## src/common/tsr_pkg.sv

```systemverilog
// Shared constants and types for the serial temperature sensor and its master.
// Assumes a single 125 MHz core clock on both ends.
package tsr_pkg;

    // ==========================================================
    // Clock and timing
    localparam int unsigned SYS_CLK_HZ = 125_000_000;
    localparam int unsigned CONV_INTERVAL_MS = 1000;
    localparam int unsigned CONV_TIME_US = 800;
    localparam int unsigned INTERVAL_CYC = (SYS_CLK_HZ / 1000) * CONV_INTERVAL_MS;
    localparam int unsigned CONV_CYC = (SYS_CLK_HZ / 1_000_000) * CONV_TIME_US;
    localparam int TIMER_W = 27;
    localparam int CONV_W = 17;
    // Half period of the generated serial clock, in core cycles, less one
    localparam logic [7:0] SCLK_HALF_CYC = 8'h10;

    // ==========================================================
    // Serial word layout
    localparam int WORD_W = 16;
    localparam int VALUE_W = 14;
    localparam int SIGN_BIT = 13;
    localparam int PD_BIT = 13;
    localparam logic [3:0] LAST_BIT = 4'hf;
    localparam logic [1:0] LEAD_ZEROS = 2'h0;
    localparam logic [VALUE_W-1:0] VALUE_RST = 14'h0000;

    // ==========================================================
    // Master register map (Wishbone, byte addresses)
    localparam logic [7:0] REG_CTRL = 8'h00;
    localparam logic [7:0] REG_STATUS = 8'h04;
    localparam logic [7:0] REG_DATA = 8'h08;
    localparam int CTRL_START_BIT = 0;
    localparam int CTRL_PD_BIT = 1;
    localparam int STATUS_BUSY_BIT = 0;
    localparam int STATUS_DONE_BIT = 1;

    // ==========================================================
    // State types
    typedef enum logic {
        TSR_CONV_IDLE,
        TSR_CONV_RUN
    } tsr_conv_t;

    typedef enum logic [2:0] {
        TSR_M_IDLE,
        TSR_M_SETUP,
        TSR_M_LOW,
        TSR_M_HIGH,
        TSR_M_HOLD,
        TSR_M_GAP
    } tsr_mstate_t;

endpackage

```

## src/common/tsr_link_if.sv

```systemverilog
// Four-wire serial link between the sensor and its master.
// The data-out line is pulled high when the sensor does not drive it.
`timescale 1ns/1ps
interface tsr_link_if;
    logic sclk;
    logic cs_n;
    logic din;
    logic dout;
    logic dout_oe;
    logic dout_line;

    // ==========================================================
    // Resolved level of the shared data-out wire
    assign dout_line = dout_oe ? dout : 1'b1;

    modport sensor (
        input sclk,
        input cs_n,
        input din,
        output dout,
        output dout_oe
    );

    modport master (
        output sclk,
        output cs_n,
        output din,
        input dout_line
    );
endinterface

```

## src/core/tsr_sensor.sv

```systemverilog
// Digital side of the serial temperature sensor: conversion sequencer,
// 14-bit result register and the four-wire serial slave port.
// Assumes the converter result arrives on adc_code in the core clock domain
// and that the link pins are asynchronous to core_clk.
//
// Operation
// - Normal mode converts every second automatically
// - Conversion lasts 800 us then powers down
// - Serial port always live, last result held
// - Shutdown stops timer, no new conversions
// - All-zero control word leaves shutdown, converts
// - Shutdown reads return last completed result
// - Each transaction restarts timer and conversion (here not while shutdown is set)
// - Read aborts conversion, restarts after frame
// - Result register is 14-bit read-only
// - Code equals temperature times 32
// - Serial clock ignored while select high
// - A read is sixteen serial clocks
// - Word is two zeros, fourteen value bits
// - Further sixteen clocks repeat the word
// - Select high releases data output
// - Output bit changes on falling edge
// - Input sampled on rising edge
// - Third control bit selects shutdown
// - Master drives other control bits zero
// - Control word loaded on 16th rise
// - Short frame discards partial control word
// - Master may tie data input low
// - Output word sent MSB first
//
// Chosen here: the placing of the registers and the Wishbone slave port.
`timescale 1ns/1ps
module tsr_sensor #(
    parameter int unsigned INTERVAL_CYCLES = tsr_pkg::INTERVAL_CYC,
    parameter int unsigned CONV_CYCLES = tsr_pkg::CONV_CYC
) (
    input wire logic core_clk,
    input wire logic reset,
    tsr_link_if.sensor link,
    input wire logic [tsr_pkg::VALUE_W-1:0] adc_code,
    output logic [tsr_pkg::VALUE_W-1:0] temp_value,
    output logic shutdown,
    output logic converting
);
    import tsr_pkg::*;

    // ==========================================================
    // State
    typedef struct packed {
        logic [2:0] sclk_sync;
        logic [2:0] cs_sync;
        logic [2:0] din_sync;
        logic sclk_lvl;
        logic cs_lvl;
        logic din_lvl;
        logic [WORD_W-1:0] tx;
        logic [WORD_W-1:0] rx;
        logic [3:0] fall_cnt;
        logic [3:0] rise_cnt;
        logic dout;
        logic dout_oe;
        logic shutdown;
        tsr_conv_t conv;
        logic [TIMER_W-1:0] timer;
        logic [CONV_W-1:0] conv_cnt;
        logic [VALUE_W-1:0] value;
    } tsr_sensor_st_t;

    localparam logic [TIMER_W-1:0] TIMER_LAST = TIMER_W'(INTERVAL_CYCLES - 1);
    localparam logic [CONV_W-1:0] CONV_LAST = CONV_W'(CONV_CYCLES - 1);

    tsr_sensor_st_t q;
    tsr_sensor_st_t d;
    logic sclk_rise;
    logic sclk_fall;
    logic cs_fall;
    logic cs_rise;
    logic [WORD_W-1:0] rx_next;

    // ==========================================================
    // Next-state logic
    always_comb begin
        d = q;
        sclk_rise = 1'b0;
        sclk_fall = 1'b0;
        cs_fall = 1'b0;
        cs_rise = 1'b0;

        // Three-stage synchronisers; a change counts once stages two and
        // three agree, which filters a single-cycle glitch on the pins
        d.sclk_sync = {q.sclk_sync[1:0], link.sclk};
        d.cs_sync = {q.cs_sync[1:0], link.cs_n};
        d.din_sync = {q.din_sync[1:0], link.din};

        if (q.sclk_sync[1] == q.sclk_sync[2] && q.sclk_sync[2] != q.sclk_lvl) begin
            d.sclk_lvl = q.sclk_sync[2];
            sclk_rise = q.sclk_sync[2];
            sclk_fall = ~q.sclk_sync[2];
        end
        if (q.cs_sync[1] == q.cs_sync[2] && q.cs_sync[2] != q.cs_lvl) begin
            d.cs_lvl = q.cs_sync[2];
            cs_rise = q.cs_sync[2];
            cs_fall = ~q.cs_sync[2];
        end
        if (q.din_sync[1] == q.din_sync[2]) begin
            d.din_lvl = q.din_sync[2];
        end

        rx_next = {q.rx[WORD_W-2:0], q.din_lvl};

        // ======================================================
        // Serial port
        if (cs_fall) begin
            // Frame start: snapshot the held result so a late conversion
            // cannot tear the word being shifted
            d.tx = {LEAD_ZEROS, q.value};
            d.fall_cnt = 4'h0;
            d.rise_cnt = 4'h0;
            d.dout_oe = 1'b1;
            d.dout = 1'b0;
            if (q.conv == TSR_CONV_RUN) begin
                d.conv = TSR_CONV_IDLE;
            end
        end else if (cs_rise) begin
            d.dout_oe = 1'b0;
            d.dout = 1'b0;
        end else if (!q.cs_lvl) begin
            // Edges are only honoured while selected
            if (sclk_fall) begin
                d.dout = q.tx[WORD_W-1];
                d.tx = {q.tx[WORD_W-2:0], 1'b0};
                d.fall_cnt = q.fall_cnt + 4'h1;
                if (q.fall_cnt == LAST_BIT) begin
                    d.tx = {LEAD_ZEROS, q.value};
                end
            end
            if (sclk_rise) begin
                d.rx = rx_next;
                d.rise_cnt = q.rise_cnt + 4'h1;
                if (q.rise_cnt == LAST_BIT) begin
                    // Only the power-down bit is acted on; the master keeps
                    // the others at zero
                    d.shutdown = rx_next[PD_BIT];
                end
            end
        end

        // ======================================================
        // Conversion sequencer
        if (cs_rise) begin
            // A finished transaction outside shutdown restarts the sequence; leaving shutdown
            // takes effect here because the word lands mid-frame
            if (!q.shutdown) begin
                d.timer = '0;
                d.conv = TSR_CONV_RUN;
                d.conv_cnt = '0;
            end
        end else if (q.cs_lvl && !cs_fall) begin
            if (q.conv == TSR_CONV_RUN) begin
                d.conv_cnt = q.conv_cnt + CONV_W'(1);
                if (q.conv_cnt == CONV_LAST) begin
                    // Converter powers down once the result is stored
                    d.value = adc_code;
                    d.conv = TSR_CONV_IDLE;
                end
            end
            if (q.shutdown) begin
                // Oscillator stopped: the interval timer holds at zero
                d.timer = '0;
            end else if (q.timer == TIMER_LAST) begin
                d.timer = '0;
                d.conv = TSR_CONV_RUN;
                d.conv_cnt = '0;
            end else begin
                d.timer = q.timer + TIMER_W'(1);
            end
        end
    end

    // ==========================================================
    // State register
    always_ff @(posedge core_clk) begin
        if (reset) begin
            q.sclk_sync <= 3'h7;
            q.cs_sync <= 3'h7;
            q.din_sync <= 3'h0;
            q.sclk_lvl <= 1'b1;
            q.cs_lvl <= 1'b1;
            q.din_lvl <= 1'b0;
            q.tx <= 16'h0000;
            q.rx <= 16'h0000;
            q.fall_cnt <= 4'h0;
            q.rise_cnt <= 4'h0;
            q.dout <= 1'b0;
            q.dout_oe <= 1'b0;
            q.shutdown <= 1'b0;
            // A first conversion starts straight out of reset
            q.conv <= TSR_CONV_RUN;
            q.timer <= '0;
            q.conv_cnt <= '0;
            q.value <= VALUE_RST;
        end else begin
            q <= d;
        end
    end

    // ==========================================================
    // Outputs
    // The result register stays readable in every mode
    assign temp_value = q.value;
    assign shutdown = q.shutdown;
    assign converting = (q.conv == TSR_CONV_RUN);
    assign link.dout = q.dout;
    assign link.dout_oe = q.dout_oe;

endmodule

```

## src/flat_wrapper.sv

```systemverilog
// flat-port wrapper written by rule: the top's interface ports become plain ports
module tsr_sensor_flat import tsr_pkg::*;
#(
    parameter int unsigned INTERVAL_CYCLES = tsr_pkg::INTERVAL_CYC,
    parameter int unsigned CONV_CYCLES = tsr_pkg::CONV_CYC
)
  (core_clk, reset, adc_code, temp_value, shutdown, converting, link_sclk, link_cs_n, link_din, link_dout, link_dout_oe);
  tsr_link_if link_i ();
  input wire logic core_clk;
  input wire logic reset;
  input wire logic [tsr_pkg::VALUE_W-1:0] adc_code;
  output logic [tsr_pkg::VALUE_W-1:0] temp_value;
  output logic shutdown;
  output logic converting;
  input wire logic [$bits(link_i.sclk)-1:0] link_sclk;
  input wire logic [$bits(link_i.cs_n)-1:0] link_cs_n;
  input wire logic [$bits(link_i.din)-1:0] link_din;
  output wire logic [$bits(link_i.dout)-1:0] link_dout;
  output wire logic [$bits(link_i.dout_oe)-1:0] link_dout_oe;
  assign link_i.sclk = link_sclk;
  assign link_i.cs_n = link_cs_n;
  assign link_i.din = link_din;
  assign link_dout = link_i.dout;
  assign link_dout_oe = link_i.dout_oe;
  tsr_sensor #(.INTERVAL_CYCLES(INTERVAL_CYCLES), .CONV_CYCLES(CONV_CYCLES)) u_core (.core_clk(core_clk), .reset(reset), .link(link_i), .adc_code(adc_code), .temp_value(temp_value), .shutdown(shutdown), .converting(converting));
endmodule
```

## config.mk

```make
export PLATFORM = sky130hd
export DESIGN_NAME = tsr_sensor_flat
export DESIGN_NICKNAME = d
export VERILOG_FILES = /design/src/common/tsr_pkg.sv /design/src/common/tsr_link_if.sv /design/src/core/tsr_sensor.sv /design/src/flat_wrapper.sv
export SDC_FILE = /design/constraint.sdc
export NUM_CORES = 1
export LEC_CHECK = 0
export BUFFER_PORTS_ARGS = -buffer_cell sky130_fd_sc_hd__buf_2
export CAP_MARGIN = 30
export CORE_ASPECT_RATIO = 2
export CORE_MARGIN = 8
export CORE_UTILIZATION = 60
export DETAILED_ROUTE_END_ITERATION = 7
export PLACE_DENSITY = 0.91
export SKIP_LAST_GASP = 1
export SYNTH_ARGS = -nofsm -noshare
export SYNTH_HDL_FRONTEND = slang
export SYNTH_SLANG_ARGS = --single-unit
```

## constraint.sdc

```tcl
create_clock -name core_clk -period 3.2 [get_ports core_clk]
set_input_delay 0.32 -clock core_clk [delete_from_list [all_inputs] [get_ports core_clk]]
set_output_delay 0.32 -clock core_clk [all_outputs]
set_load 0.1 [all_outputs]
```

==> summary.txt <==
Synthesis
  – EDFF count, synth: 0
  – Post-synthesis cell type count: 47
  – Largest cells by area after synthesis: dfxtp_1, xor2_1, mux2i_1
  – Cell type with the largest total area after synthesis: dfxtp_1
  – Mean post-synth cell area: 8.916 µm²
  – Asr flop ratio synth: 0%
  – Mapped Area: 4895 µm²
  – Seq cells post-synth: 111
  – Syn_nets: 572
  – Syn Inst Count: 549
  – Yosys top cell area share: 45.40%
  – Register area share after synthesis: 45.40%
  – Syn. warnings: 0
  – Post-synth top flop: dfxtp_1

Clocking
  – Clock root cell: clkbuf_16
  – Num CTS Buffers: 9
  – Clk pin slew, worst setup/hold paths: 0.07 ns
  – Clk_lat worst skew: 0.35 ns
  – CTS tree: yes
  – Sink Count: 111
  – Setup Buffers After CTS: 0
  – Hold_buf cts: 0
  – H-tree depth: 3
  – Clk buf depth: 2
  – # resized after CTS: 0

Die
  – DIE WIDTH: 79.87 µm
  – Core region area: 7943 µm²
  – I/O pins: 37
  – Die Span Y: 143.7 µm
  – Die area: 11,480 µm²
  – Cell Rows: 46
  – Initial Util: 61.63%

Power
  – Sequential share of power: 56.1%
  – Switching Fraction: 22.41%
  – Internal power: 1969 µW
  – Combinational share of power: 3.2%
  – Part of the power in the clock network: 40.7%
  – Leakage: 0.002012 µW
  – Pwr Density: 487.3 nW/µm²
  – Max VDD drop: 0.2986 mV
  – Psw: 568.7 µW

Place
  – RePlAce Congestion: 0.8716
  – Dpl hpwl: 6933 µm
  – Dpl ws: 0.7164 ns
  – Cells after DPL: 638
  – Port buffer count: 36

Min path
  – Hold depth: 2
  – Hold Crit Start: link_cs_n
  – Min-Delay Path Class: in2reg
  – Worst Hold End: u_core.d[109]$_SDFF_PP1_

Finish
  – Nets: 576
  – Core Util, Final: 65.56%
  – Final std cells w/o fill: 654
  – Share of cells above drive strength 1: 12.19%
  – N_diodes: 0
  – Area growth syn-to-layout: 6.391%
  – Commonest non-fill, non-tap cell in the layout: dfxtp_1
  – Most frequent cells in the layout: dfxtp_1, nor2_1, nand2_1

STA
  – Actual slew at the worst max-slew pin: 0.9216 ns
  – Unrepaired setup endpoints after global routing: false
  – Final count of pins violating max slew: 0
  – Setup TNS Final: 0 ns
  – Rel. slew slack: 38.56%
  – Worst Skew: 0.008533 ns
  – Fin Hold WS: 0.1591 ns
  – Fin. Hold Viols: 0
  – Worst setup margin: 0.6471 ns
  – Fin crit period: 2.553 ns
  – Final Setup Violations: 0
  – Final period util: 79.78%
  – Fmax: 391.7 MHz

Setup path
  – Crit path max fanout: 14
  – Startpoint Class: flop
  – Peak per-stage delay on the critical path: 0.69 ns
  – Slowest cell on the critical path: or4_1
  – Critical Path Start: u_core.q[31]$_SDFFE_PP0P_
  – CP Cell Sequence: ha_1 > nand4_1 > or3_1 > or4_1 > a21boi_4 > nor3_1
  – Crit path kind: reg2reg
  – CP Data Arrival Time: 2.77 ns
  – Worst setup EP type: flop
  – FF-to-FF Start: u_core.q[31]$_SDFFE_PP0P_
  – Reg2reg path depth: 6
  – CP required: 3.41 ns
  – R2r setup slk: 0.65 ns
  – Worst r2r dst: u_core.q[14]$_SDFFE_PP0P_

Route
  – ANT nets after route: 0
  – Via density: 5.963
  – Iter 0 DRT Violations: 276
  – Via Count: 3,900
  – Final wirelength: 9661 µm
  – Post-route DRC: 0
  – DR WL/cell: 14.77 µm
  – DRT Pass-1 Iters: 4

Global route
  – Largest net degree at the start of global routing: 45
  – First-pass GRT wire length: 16,420 µm
  – Total track usage: 17.46%
  – Gr ovfl total: 0
  – Antenna violations before repair: 0
  – Vias in the first global route: 3,899

Run
  – Max Cap Viol: 0

Outcome
  – Outcome: finished clean
[power groups by stage]
stage                     Combinational [µW]  Clock, µW  Sequential [µW]
after floorplan                         60.9          0             1450
after global placement                  76.8          0             1450
after detailed placement                80.9          0             1450
after CTS                               81.8       1050             1420
after global routing                    90.8       1100             1430
final                                   81.1       1030             1420
[worst max path at each step]
stage | to | slack (ns) | cells past startpoint
after CTS | u_core.q[14]$_SDFFE_PP0P_ | 0.66 | 6
after global routing | u_core.q[14]$_SDFFE_PP0P_ | 0.52 | 6
after floorplan | u_core.q[29]$_SDFFE_PP0P_ | 1.07 | 5
final | u_core.q[14]$_SDFFE_PP0P_ | 0.65 | 6
after detailed placement | u_core.q[14]$_SDFFE_PP0P_ | 0.72 | 6
after global placement | u_core.q[14]$_SDFFE_PP0P_ | 0.84 | 6
[area by class of cell]
| cell class | count | area [µm²] |
|---|---|---|
| clock buffers | 11 | 232.7 |
| clock inverters | 5 | 42.54 |
| fillers | 637 | 2735 |
| inverters | 5 | 18.77 |
| multi-input cells | 387 | 2369 |
| flip-flops and latches | 111 | 2222 |
| well taps | 96 | 120.1 |
| repair buffers | 39 | 202.7 |
[registers in the layout, indices dropped and copies added (netlist names)]
name and flops:
u_core.converting 1, u_core.link.dout_oe 1, u_core.link.dout 1, u_core.shutdown 1
u_core.d 6, u_core.temp_value 14, u_core.q 87
[metal layers]
metal	GRT usage, %	vias to the layer above	share of wire [%]
met2	31.95	87	55
li1	-	1925	-
met4	9.846	0	2.2
met3	4.130	19	4.4
met5	0	-	0
met1	17.13	1869	38
[cell families after synthesis]
kind of cell	count (synthesis)	share of synthesized area [%]
simple gates	247	25.36
flops	111	45.40
compound gates	67	8.921
buf+inv	51	6.211
xor+xnor	40	7.158
mux	29	5.931
fa+ha+maj	4	1.023
[through the flow]
step / total power, µW / area (µm²)
floorplan: 1509 / 4895
global placement: 1530 / 4932
detailed placement: 1535 / 4932
CTS: 2554 / 5207
global route: 2623 / 5207
finish: 2538 / 5207
[critical path: cells and delay by family, from the launching register on]
| family | cells | cell delay (ns) |
|---|---|---|
| flip-flops | 1 | 0.40 |
| adder cells (fa/ha/maj) | 1 | 0.22 |
| AND/OR/NAND/NOR | 4 | 1.38 |
| AO/OA/AOI/OAI | 1 | 0.43 |
[cell usage after synthesis, types with 3 or more instances]
master	instances
a211oi_1	14
a21oi_1	25
a311oi_1	3
a31oi_1	11
and3_1	13
and4_1	6
buf_2	3
buf_4	17
clkbuf_1	20
clkbuf_8	3
dfxtp_1	111
ha_1	4
inv_1	4
mux2i_1	29
nand2_1	57
nand2_2	3
nand3_1	30
nand3b_1	5
nand4_1	21
nand4b_1	3
nor2_1	69
nor2b_1	3
nor3_1	13
nor4_1	4
nor4b_1	4
o21ai_0	5
or2_2	5
xnor2_1	6
xor2_1	34
Power figures use the tool's default switching activity.
